<file path="src/verilog/dss_pkg.sv">
// dss_pkg: constants shared by the digital input start/stop logic.
// assumes a 250 MHz pclk; all times become cycle counts here.
package dss_pkg;
    localparam int DSS_NUM_IN = 4;
    localparam int DSS_FN_W = 3;
    localparam int DSS_DELAY_W = 10;
    localparam int DSS_CLK_MHZ = 250;

    // input function selector codes
    localparam logic [2:0] DSS_FN_OFF = 3'h0;
    localparam logic [2:0] DSS_FN_START = 3'h1;
    localparam logic [2:0] DSS_FN_STOP = 3'h2;
    localparam logic [2:0] DSS_FN_PSET0 = 3'h3;
    localparam logic [2:0] DSS_FN_PSET1 = 3'h4;
    localparam logic [2:0] DSS_FN_EXTALM = 3'h5;
    localparam logic [2:0] DSS_FN_START_R = 3'h6;
    localparam logic [2:0] DSS_FN_START_L = 3'h7;

    // analogue/digital input selection values that enable analogue start/stop
    localparam logic [2:0] DSS_AIN_ANA_A = 3'h6;
    localparam logic [2:0] DSS_AIN_ANA_B = 3'h7;

    // register offsets (APB byte addresses)
    localparam logic [7:0] DSS_OFF_FN = 8'h00;
    localparam logic [7:0] DSS_OFF_DELAY = 8'h04;
    localparam logic [7:0] DSS_OFF_CTRL = 8'h08;
    localparam logic [7:0] DSS_OFF_STATUS = 8'h0C;

    // field positions
    localparam int DSS_CTRL_AIN_LSB = 0;
    localparam int DSS_CTRL_AIN_W = 3;

    // reset values
    localparam logic [15:0] DSS_FN_RST = 16'h4321;  // in1=1 .. in4=4, one nibble each
    localparam logic [9:0] DSS_DELAY_RST = 10'h001;
    localparam logic [9:0] DSS_DELAY_MIN = 10'h001;
    localparam logic [9:0] DSS_DELAY_MAX = 10'h3E7;

    // timing
    localparam int DSS_SEC_NS = 1000000000;
    localparam int DSS_CLK_NS = 4;
    localparam int DSS_SEC_CYC = DSS_SEC_NS / DSS_CLK_NS;
    localparam int DSS_DEB_US = 10;
    localparam int DSS_DEB_CYC = (DSS_DEB_US * 1000 + DSS_CLK_NS - 1) / DSS_CLK_NS;

    typedef enum logic [1:0] {
        DSS_IDLE = 2'b00,
        DSS_RUN = 2'b01,
        DSS_STOPPING = 2'b10
    } dss_state_e;
endpackage

</file>
<file path="src/verilog/dss_debounce.sv">
// dss_debounce: two-flop synchroniser and stable-count debouncer.
// assumes raw input is a slow contact level.
`timescale 1ns/1ps
module dss_debounce #(
    parameter int CYCLES = 2500
) (
    // clock and reset
    input wire logic pclk,
    input wire logic presetn,
    // raw and cleaned level
    input wire logic raw,
    output logic clean
);
    localparam int CW = $clog2(CYCLES + 1);
    logic sync1;
    logic sync2;
    logic [CW-1:0] cnt;

    always_ff @(posedge pclk or negedge presetn) begin
        if (!presetn) begin
            sync1 <= 1'b0;
            sync2 <= 1'b0;
        end else begin
            sync1 <= raw;
            sync2 <= sync1;
        end
    end

    // output only moves after the level held for CYCLES clocks
    always_ff @(posedge pclk or negedge presetn) begin
        if (!presetn) begin
            cnt <= '0;
            clean <= 1'b0;
        end else if (sync2 == clean) begin
            cnt <= '0;
        end else if (cnt == CW'(CYCLES - 1)) begin
            cnt <= '0;
            clean <= sync2;
        end else begin
            cnt <= cnt + 1'b1;
        end
    end
endmodule // dss_debounce

</file>
<file path="src/verilog/dss_start_stop.sv">
// dss_start_stop: four programmable digital inputs deciding start, stop,
// reset, parameter set and external alarm, plus analogue start/stop delay.
// assumes APB from a single master; contacts and comparators are static levels.
//
// Added by the designer: the address map and the APB register port.
`timescale 1ns/1ps
module dss_start_stop
    import dss_pkg::*;
#(
    parameter int SEC_CYC = dss_pkg::DSS_SEC_CYC,
    parameter int DEB_CYC = dss_pkg::DSS_DEB_CYC
) (
    // clock and reset
    input wire logic pclk,
    input wire logic presetn,
    // apb slave
    input wire logic psel,
    input wire logic penable,
    input wire logic pwrite,
    input wire logic [7:0] paddr,
    input wire logic [31:0] pwdata,
    input wire logic [3:0] pstrb,
    output logic [31:0] prdata,
    output logic pready,
    output logic pslverr,
    // contact inputs, high = closed to supply
    input wire logic [dss_pkg::DSS_NUM_IN-1:0] din_raw,
    // analogue comparator levels and external sequencing
    input wire logic ref_below_on,
    input wire logic ref_above_off,
    input wire logic stop_done,
    // outputs to the motor sequencer
    output logic start_req,
    output logic start_right,
    output logic start_left,
    output logic stop_req,
    output logic reset_pulse,
    output logic ext_alarm,
    output logic [1:0] param_set,
    output logic contactor_on,
    output logic ana_enable
);
    import dss_pkg::*;

    ////////////////////////////////////////////////////////////////////////
    // registers

    logic [DSS_FN_W-1:0] fn_sel [DSS_NUM_IN];
    logic [DSS_DELAY_W-1:0] delay_s;
    logic [DSS_CTRL_AIN_W-1:0] ain_sel;
    logic [DSS_NUM_IN-1:0] din;
    logic [DSS_NUM_IN-1:0] din_q;
    dss_state_e state;
    logic start_cond;
    logic conflict;
    logic stop_open;
    logic no_stop_cfg;
    logic ana_start_ok;
    logic ana_stop_now;

    wire logic wr_en = psel && penable && pwrite;
    wire logic rd_en = psel && penable && !pwrite;
    wire logic addr_ok = (paddr == DSS_OFF_FN) || (paddr == DSS_OFF_DELAY)
        || (paddr == DSS_OFF_CTRL) || (paddr == DSS_OFF_STATUS);

    // zero-wait slave; unmapped addresses answer with pslverr
    assign pready = 1'b1;
    assign pslverr = psel && penable && !addr_ok;

    always_ff @(posedge pclk or negedge presetn) begin
        if (!presetn) begin
            for (int i = 0; i < DSS_NUM_IN; i++) begin
                fn_sel[i] <= DSS_FN_RST[i*4 +: DSS_FN_W];
            end
        end else if (wr_en && paddr == DSS_OFF_FN) begin
            for (int i = 0; i < DSS_NUM_IN; i++) begin
                if (pstrb[i / 2]) begin
                    fn_sel[i] <= pwdata[i*4 +: DSS_FN_W];
                end
            end
        end
    end

    always_ff @(posedge pclk or negedge presetn) begin
        if (!presetn) begin
            delay_s <= DSS_DELAY_RST;
        end else if (wr_en && paddr == DSS_OFF_DELAY && pstrb[0] && pstrb[1]) begin
            // out of range writes clamp; wide values must not wrap to the minimum
            if (|pwdata[31:DSS_DELAY_W] || pwdata[DSS_DELAY_W-1:0] > DSS_DELAY_MAX) begin
                delay_s <= DSS_DELAY_MAX;
            end else if (pwdata[DSS_DELAY_W-1:0] < DSS_DELAY_MIN) begin
                delay_s <= DSS_DELAY_MIN;
            end else begin
                delay_s <= pwdata[DSS_DELAY_W-1:0];
            end
        end
    end

    always_ff @(posedge pclk or negedge presetn) begin
        if (!presetn) begin
            ain_sel <= '0;
        end else if (wr_en && paddr == DSS_OFF_CTRL && pstrb[0]) begin
            ain_sel <= pwdata[DSS_CTRL_AIN_LSB +: DSS_CTRL_AIN_W];
        end
    end

    always_ff @(posedge pclk or negedge presetn) begin
        if (!presetn) begin
            prdata <= '0;
        end else if (psel && !penable && !pwrite) begin
            case (paddr)
                DSS_OFF_FN: begin
                    prdata <= {17'h0, fn_sel[3], 1'b0, fn_sel[2], 1'b0, fn_sel[1],
                        1'b0, fn_sel[0]};
                end
                DSS_OFF_DELAY: prdata <= {22'h0, delay_s};
                DSS_OFF_CTRL: prdata <= {29'h0, ain_sel};
                DSS_OFF_STATUS: begin
                    prdata <= {18'h0, state, param_set, din, contactor_on, ext_alarm,
                        conflict, stop_open, no_stop_cfg, ana_enable};
                end
                default: prdata <= 32'h0000_0000;
            endcase
        end else if (rd_en) begin
            prdata <= prdata;
        end
    end

    ////////////////////////////////////////////////////////////////////////
    // input conditioning

    for (genvar g = 0; g < DSS_NUM_IN; g++) begin : g_deb
        dss_debounce #(.CYCLES(DEB_CYC)) u_deb (
            .pclk(pclk),
            .presetn(presetn),
            .raw(din_raw[g]),
            .clean(din[g])
        );
    end

    always_ff @(posedge pclk or negedge presetn) begin
        if (!presetn) begin
            din_q <= '0;
        end else begin
            din_q <= din;
        end
    end

    ////////////////////////////////////////////////////////////////////////
    // function decode

    logic any_start;
    logic any_right;
    logic any_left;
    logic any_edge;
    logic alarm_open;
    logic ps0;
    logic ps1;

    always_comb begin
        any_start = 1'b0;
        any_right = 1'b0;
        any_left = 1'b0;
        any_edge = 1'b0;
        stop_open = 1'b0;
        no_stop_cfg = 1'b1;
        alarm_open = 1'b0;
        ps0 = 1'b0;
        ps1 = 1'b0;
        for (int i = 0; i < DSS_NUM_IN; i++) begin
            case (fn_sel[i])
                DSS_FN_START: begin
                    any_start = any_start | din[i];
                    any_edge = any_edge | (din[i] & ~din_q[i]);
                end
                DSS_FN_START_R: begin
                    any_right = any_right | din[i];
                    any_edge = any_edge | (din[i] & ~din_q[i]);
                end
                DSS_FN_START_L: begin
                    any_left = any_left | din[i];
                    any_edge = any_edge | (din[i] & ~din_q[i]);
                end
                DSS_FN_STOP: begin
                    no_stop_cfg = 1'b0;
                    stop_open = stop_open | ~din[i];
                end
                DSS_FN_EXTALM: alarm_open = alarm_open | ~din[i];
                DSS_FN_PSET0: ps0 = ps0 | din[i];
                DSS_FN_PSET1: ps1 = ps1 | din[i];
                default: ;
            endcase
        end
    end

    // distinct start functions closed together cancel each other
    assign conflict = (32'(any_start) + 32'(any_right) + 32'(any_left)) > 32'd1;
    assign start_cond = (any_start | any_right | any_left) & ~conflict;
    // with no stop input configured nothing may start, which covers remote mode
    wire logic start_ok = !no_stop_cfg && !stop_open;

    ////////////////////////////////////////////////////////////////////////
    // analogue start/stop timing

    assign ana_enable = (ain_sel == DSS_AIN_ANA_A) || (ain_sel == DSS_AIN_ANA_B);

    logic [31:0] sec_cnt;
    logic [DSS_DELAY_W-1:0] on_s;
    logic [DSS_DELAY_W-1:0] off_s;
    wire logic sec_tick = (sec_cnt == 32'(SEC_CYC - 1));

    always_ff @(posedge pclk or negedge presetn) begin
        if (!presetn) begin
            sec_cnt <= '0;
        end else if (sec_tick) begin
            sec_cnt <= '0;
        end else begin
            sec_cnt <= sec_cnt + 32'd1;
        end
    end

    // per-level second counters restart whenever the level drops
    always_ff @(posedge pclk or negedge presetn) begin
        if (!presetn) begin
            on_s <= '0;
            off_s <= '0;
        end else begin
            if (!ana_enable || !ref_below_on) begin
                on_s <= '0;
            end else if (sec_tick && !ana_start_ok) begin
                on_s <= on_s + 1'b1;
            end
            if (!ana_enable || !ref_above_off) begin
                off_s <= '0;
            end else if (sec_tick && !ana_stop_now) begin
                off_s <= off_s + 1'b1;
            end
        end
    end

    // strictly longer than the delay: up to one second beyond it
    assign ana_start_ok = !ana_enable || (on_s > delay_s);
    assign ana_stop_now = ana_enable && (off_s > delay_s);

    ////////////////////////////////////////////////////////////////////////
    // run sequencing

    always_ff @(posedge pclk or negedge presetn) begin
        if (!presetn) begin
            state <= DSS_IDLE;
        end else begin
            case (state)
                DSS_IDLE: begin
                    if (start_cond && start_ok && ana_start_ok) begin
                        state <= DSS_RUN;
                    end
                end
                DSS_RUN: begin
                    if (stop_open || no_stop_cfg || conflict || ana_stop_now) begin
                        state <= DSS_STOPPING;
                    end
                end
                DSS_STOPPING: begin
                    if (stop_done) begin
                        state <= DSS_IDLE;
                    end
                end
                default: state <= DSS_IDLE;
            endcase
        end
    end

    always_ff @(posedge pclk or negedge presetn) begin
        if (!presetn) begin
            start_req <= 1'b0;
            start_right <= 1'b0;
            start_left <= 1'b0;
            stop_req <= 1'b0;
            reset_pulse <= 1'b0;
            ext_alarm <= 1'b0;
            param_set <= 2'h0;
            contactor_on <= 1'b0;
        end else begin
            start_req <= (state == DSS_IDLE) && start_cond && start_ok && ana_start_ok;
            start_right <= (state == DSS_IDLE) && any_right && !conflict && start_ok
                && ana_start_ok;
            start_left <= (state == DSS_IDLE) && any_left && !conflict && start_ok
                && ana_start_ok;
            stop_req <= (state == DSS_STOPPING);
            reset_pulse <= any_edge;
            ext_alarm <= alarm_open;
            param_set <= {ps1, ps0};
            contactor_on <= (state != DSS_IDLE);
        end
    end
endmodule // dss_start_stop

</file>
<file path="config.mk">
export PLATFORM = sky130hd
export DESIGN_NAME = dss_start_stop
export DESIGN_NICKNAME = d
export VERILOG_FILES = /design/src/verilog/dss_pkg.sv /design/src/verilog/dss_debounce.sv /design/src/verilog/dss_start_stop.sv
export SDC_FILE = /design/constraint.sdc
export NUM_CORES = 1
export LEC_CHECK = 0
export BUFFER_PORTS_ARGS = -buffer_cell sky130_fd_sc_hd__buf_2
export CAP_MARGIN = 20
export CORE_MARGIN = 2
export CORE_UTILIZATION = 56
export CTS_CLUSTER_SIZE = 12
export DETAILED_ROUTE_END_ITERATION = 8
export PLACE_DENSITY_LB_ADDON = 0.15
export REMOVE_ABC_BUFFERS = 1
export SLEW_MARGIN = 30
export SYNTH_ARGS = -nofsm -noshare
export SYNTH_HDL_FRONTEND = slang
export SYNTH_SLANG_ARGS = --single-unit
</file>
<file path="constraint.sdc">
create_clock -name pclk -period 3.94 [get_ports pclk]
set_input_delay 0.788 -clock pclk [delete_from_list [all_inputs] [get_ports pclk]]
set_output_delay 0.788 -clock pclk [all_outputs]
set_load 0.03 [all_outputs]
</file>
Yosys cells after proc, flatten, opt, wreduce, memory -nomap -nowiden
Cells that the tools add are included.
{"block": "op_classes", "add_sub_neg": 9, "n_lt_le_gt_ge": 5, "eq_ne": 47, "n_mux": 56, "n_bitwise": 44, "n_reduce_logical": 67}
{"operator": "$mux W12", "count": 8}
{"operator": "$mux W10", "count": 6}
{"operator": "$pmux W15 S4", "count": 1}
{"operator": "$eq A3 B3 Y1 const B", "count": 18}
{"operator": "$add A12 B1 Y12 const B", "count": 4}
{"operator": "$eq A12 B12 Y1 const B", "count": 4}
{"operator": "$mux W1", "count": 36}
{"operator": "$add A32 B1 Y32 const B", "count": 1}
{"operator": "$eq A32 B28 Y1 const B", "count": 1}
{"operator": "$mux W32", "count": 1}
{"operator": "$logic_and A1 B1 Y1", "count": 28}
{"operator": "$or A1 B1 Y1", "count": 26}
{"operator": "$eq A3 B2 Y1 const B", "count": 8}
{"operator": "$reduce_or A22 Y1", "count": 1}
{"operator": "$add A10 B1 Y10 const B", "count": 2}
{"operator": "$gt A10 B10 Y1", "count": 2}
{"operator": "$eq A8 B4 Y1 const B", "count": 2}
{"operator": "$not A1 Y1", "count": 13}
{"operator": "$eq A3 B1 Y1 const B", "count": 4}
{"operator": "$reduce_and A2 Y1", "count": 6}
{"operator": "$reduce_or A3 Y1", "count": 4}
{"operator": "$logic_not A1 Y1", "count": 11}
{"operator": "$logic_or A1 B1 Y1", "count": 11}
{"operator": "$gt A10 B10 Y1 const B", "count": 1}
{"operator": "16 further kinds", "count": 29}
{"block": "word_totals", "register_bits": 184, "inputBits": 56, "output_inout_bits": 44, "word_cells": 264}

Longest topological paths before layout
{"block": "depth", "ltp_word": 17, "mapped_depth": 11, "depth_no_buf": 10}

By module
From an unflattened synthesis, not the netlist that was laid out.
{"block": "unflattened", "cells_unflattened": 874, "hier_area_um2": 8798.4}
{"mod": "dss_start_stop", "instances": 1, "cells_per_inst": 610, "area_per_inst_um2": 5925.7, "seq_area_each_um2": 2685.1}
{"mod": "dss_debounce", "instances": 4, "cells_per_inst": 66, "area_per_inst_um2": 718.2, "seq_area_each_um2": 375.4}

Worst setup path before layout
Ideal clock, no wire load.
{"block": "synth_path", "kind": "reg-to-reg", "startpoint": "register off_s[5]", "endpoint": "register off_s[7]", "setup_ps": 81, "arrival_time_ps": 2244, "required_time_ps": 3859, "slack_ps": 1615, "stages_incl_launch_ff": 8, "n_path_buf": 0, "period_less_slack_ps": 2325, "cell_sequence": "dfrtp_1 ha_1 a21oi_1 o21ai_0 a2111oi_2 o2111ai_2 or3_1 a21oi_1"}
{"block": "synth_via", "elab_chain_len": 5, "word_cells_on_any_way": 8, "cone_classes": "1 x add/sub; 1 x order compare; 2 x mux; 4 x reduce/logical"}
{"element": "start, declared", "line": "dss_start_stop.sv:209", "text": "logic [DSS_DELAY_W-1:0] off_s;"}
{"element": "start signal, assigned", "line": "dss_start_stop.sv:236", "text": "off_s <= off_s + 1'b1;"}
{"element": "$gt A10 B10 Y1", "line": "dss_start_stop.sv:243", "text": "assign ana_stop_now = ana_enable && (off_s > delay_s);"}
{"element": "$logic_and A1 B1 Y1", "line": "dss_start_stop.sv:243"}
{"element": "$logic_not A1 Y1", "line": "dss_start_stop.sv:235", "text": "end else if (sec_tick && !ana_stop_now) begin"}
{"element": "$logic_and A1 B1 Y1", "line": "dss_start_stop.sv:235"}
{"element": "$reduce_bool A2 Y1 (no source line)"}
Several ways; a longest one is shown, not always the timed one. The select of a mux whose other input is x is not followed.
A chain may end at the register's enable or synchronous reset.

Worst setup path in the final report
{"block": "layout_path", "startpoint": "register delay_s[5]", "endpoint": "register off_s[6]"}
{"block": "layout_via", "elab_chain_len": 5}
{"element": "start, declared", "line": "dss_start_stop.sv:49", "text": "logic [DSS_DELAY_W-1:0] delay_s;"}
{"element": "start signal, assigned", "line": "dss_start_stop.sv:94", "text": "delay_s <= pwdata[DSS_DELAY_W-1:0];"}
{"element": "$gt A10 B10 Y1", "line": "dss_start_stop.sv:243"}
{"element": "$logic_and A1 B1 Y1", "line": "dss_start_stop.sv:243"}
{"element": "$logic_not A1 Y1", "line": "dss_start_stop.sv:235"}
{"element": "$logic_and A1 B1 Y1", "line": "dss_start_stop.sv:235"}
{"element": "$reduce_bool A2 Y1 (no source line)"}
Every way passes these cells.

==> results.cfg <==
[cts]
clk_path_buf_depth = 2
cts_sinks = 167
clock_latency_ns = 0.42
cts-hold-fix-buffers = 0
cts_tree = yes
post_cts_buffers = 0
cts.repair.resized = 0
numCtsBuffers = 17
clockRootBuffer = clkbuf_16
clk_pin_slew_worst_paths_ns = 0.06
h-tree-depth = 4

[synthesis]
synth_area_um2 = 8540
ys_ff_latch = 167
yosys_warnings = 0
syn-instance-count = 830
synth_ff_type = dfrtp_1
synth-async-reset-ratio = 1.00
avgSynthCellArea_um2 = 10.3
ys_seq_area_frac = 0.490
synth.distinct_cells = 64
synth_edf_count = 0

[die]
die_h_um = 127
ios = 100
core.rowCount = 45
die_area_um2 = 16200
core_um2 = 15000
die_w_um = 127
initial_utilization = 0.568

[timing]
finalSetupTns_ns = 0
final-setup-viol-count = 0
layout_min_cycle_time_ns = 2.82
grt_setup_unrepaired = false
finalClockSkew_ns = 0.00808
finalWorstSetupSlack_ns = 1.12
max_freq_ghz = 0.354
slew_viol_final = 0
relSlewSlack = 0.440
hold_violations = 0
tightestPinTransition_ns = 0.839
holdWs_ns = 0.298
period_share = 0.716

[final_layout]
nFillCells = 1192
diodes = 0
multi_input_area_um2 = 4090
layout_common_cells = 161 x dfrtp_1, 102 x nor2_1, 78 x buf_2
area.growth.synth_to_final_pct = 12.6
drive_gt1_frac = 0.178
seq_area_um2 = 4190
instances_no_fill = 1103
nets = 986
final_common_cell = dfrtp_1

[grt]
grt_overflow = 0
grt_pass1_vias = 6327
grt_max_degree = 68
antenna_found_initial = 0
grt_pass1_wl_mm = 30.9
grt_usage = 0.239

[place]
pre_cts_slack_ns = 1.19
io_buffers = 79
dp_hpwl_mm = 13.5
routabilityCongestion = 0.859
dp_cells = 1071

[drt]
via_per_inst = 5.83
first_iter_violations = 495
drc = 0
vias = 6429
dr_wl_met2_mm = 9.29
first_pass_iters = 8
routed_wirelength_mm = 18.7
wl_met1_mm = 8.13
top_layer = met4
wl_met3_mm = 1.01
ant_nets = 0
wl_per_cell_um = 17.0

[critical_path]
worstSetupPathType = register to register
reg2reg_depth = 8
worst-r2r-setup-slack_ns = 1.12
path_buf_inv = 1
cp_data_arrival_time_ns = 3.17
critPathLaunch = delay_s[5]
cp-end-kind = register
path_delay_family = compound AO/OA/AOI/OAI gates
worstPathMaxFanout = 7
reg2reg_to = off_s[6]
path_cells = inv_1 -> ha_1 -> a21oi_1 -> o21ai_0 -> a2111oi_2 -> nor2_1 -> or3_1 -> a21oi_1
crit_top_cell = a21oi_1
max_stage_delay_ns = 0.81
start_kind = register
worstPathRequired_ns = 4.29
rr_startpoint = delay_s[5]
slowest_stage = a2111oi_2

[run_status]
status = finished, final reports clean

[worst_hold_path]
hp-class = input port to asynchronous set/reset pin

[run]
drv_cap = 0

[power]
pwr_density_cell_nw_per_um2 = 362
power_mw = 3.48
p_leak_nw = 4.44
ir_drop_v = 0.000311
[sequential cells by signal, indices dropped and copies added, names as in the netlist]
| name | cells |
|---|---|
| g_deb.u_deb.cnt | 48 |
| sec_cnt | 32 |
| prdata | 15 |
| fn_sel | 12 |
| delay_s | 10 |
| off_s | 10 |
| on_s | 10 |
| din_q | 4 |
| g_deb.u_deb.clean | 4 |
| g_deb.u_deb.sync1 | 4 |
| g_deb.u_deb.sync2 | 4 |
| ain_sel | 3 |
| param_set | 2 |
| state | 2 |
| contactor_on | 1 |
| ext_alarm | 1 |
| reset_pulse | 1 |
| start_left | 1 |
| start_req | 1 |
| start_right | 1 |
| stop_req | 1 |
[worst max-delay path by stage]
stage                       endpoint  slack [ns]  cells past startpoint
after global routing        off_s[9]        1.01                      8
final                       off_s[6]        1.12                      8
after detailed placement    off_s[6]        1.19                      8
after floorplan           delay_s[1]        0.96                      6
after global placement      off_s[6]        1.30                      8
after CTS                   off_s[6]        1.15                      8
[area by class of cell]
| cell class | count | share of cell area |
|---|---|---|
| flip-flops and latches | 167 | 0.435 |
| inverters | 25 | 0.00976 |
| clock buffers | 20 | 0.0485 |
| repair buffers | 83 | 0.0462 |
| multi-input cells | 608 | 0.425 |
| clock inverters | 12 | 0.0107 |
| well taps | 188 | 0.0245 |
[report_power, final]
part	switching, mW	leakage [nW]	internal, mW	total (mW)
clock network	0.668	0.274	0.915	1.58
registers	0.0165	2.26	1.73	1.75
logic	0.107	1.91	0.0459	0.153
total	0.792	4.44	2.69	3.48
[cell families after synthesis]
logic type                 share of synthesized area
and+or+nand+nor                                0.227
DFF                                            0.490
AOI/OAI and AO/OA                             0.0812
xor gates and xnor gates                      0.0841
buffers and inverters                         0.0391
adders and majority gates                     0.0410
muxes                                         0.0363
other                                       0.000880
[synthesized netlist by cell type (all sizes together), types with 2 or more instances]
cell type	number	share of area
clkbuf	27	0.012
dfstp	6	0.018
o22ai	2	0.0015
a22o	5	0.0051
inv	25	0.011
and3	27	0.021
buf	19	0.016
o21a	3	0.0026
ha	28	0.041
nor2	102	0.045
nand4b	9	0.0092
nand3	51	0.031
mux4	3	0.0079
nor2b	5	0.0037
xnor2	33	0.034
or2	4	0.0029
nor4bb	13	0.015
a21oi	16	0.0094
o2111ai	4	0.0048
mux2	18	0.024
or4	4	0.0035
nor3	10	0.0059
dfrtp	161	0.47
o21ai	31	0.019
nand4	21	0.015
conb	2	0.00088
nand2	55	0.024
nor4	12	0.013
o211ai	7	0.0062
or3	8	0.0059
nand2b	6	0.0044
and2	5	0.0037
o31ai	5	0.0044
nor4b	3	0.0056
o22a	7	0.0072
a22oi	8	0.0070
mux2i	4	0.0047
nor3b	7	0.0062
and4	8	0.0082
xor2	49	0.050
a211oi	4	0.0035
[through the flow]
stage | cell area, um^2 | utilization
2_1_floorplan | 8360 | -
3_3_place_gp | 9040 | 0.602
3_5_place_dp | 9040 | 0.602
4_1_cts | 9610 | 0.639
5_1_grt | 9620 | 0.640
6_report | 9620 | 0.640
[routing by layer]
metal | vias to the layer above | GRT usage
met5 | - | 0
met1 | 3141 | 0.320
met3 | 38 | 0.0469
li1 | 3058 | -
met2 | 192 | 0.394
met4 | 0 | 0.0789
No activity file was read; power rests on OpenSTA's default activity.
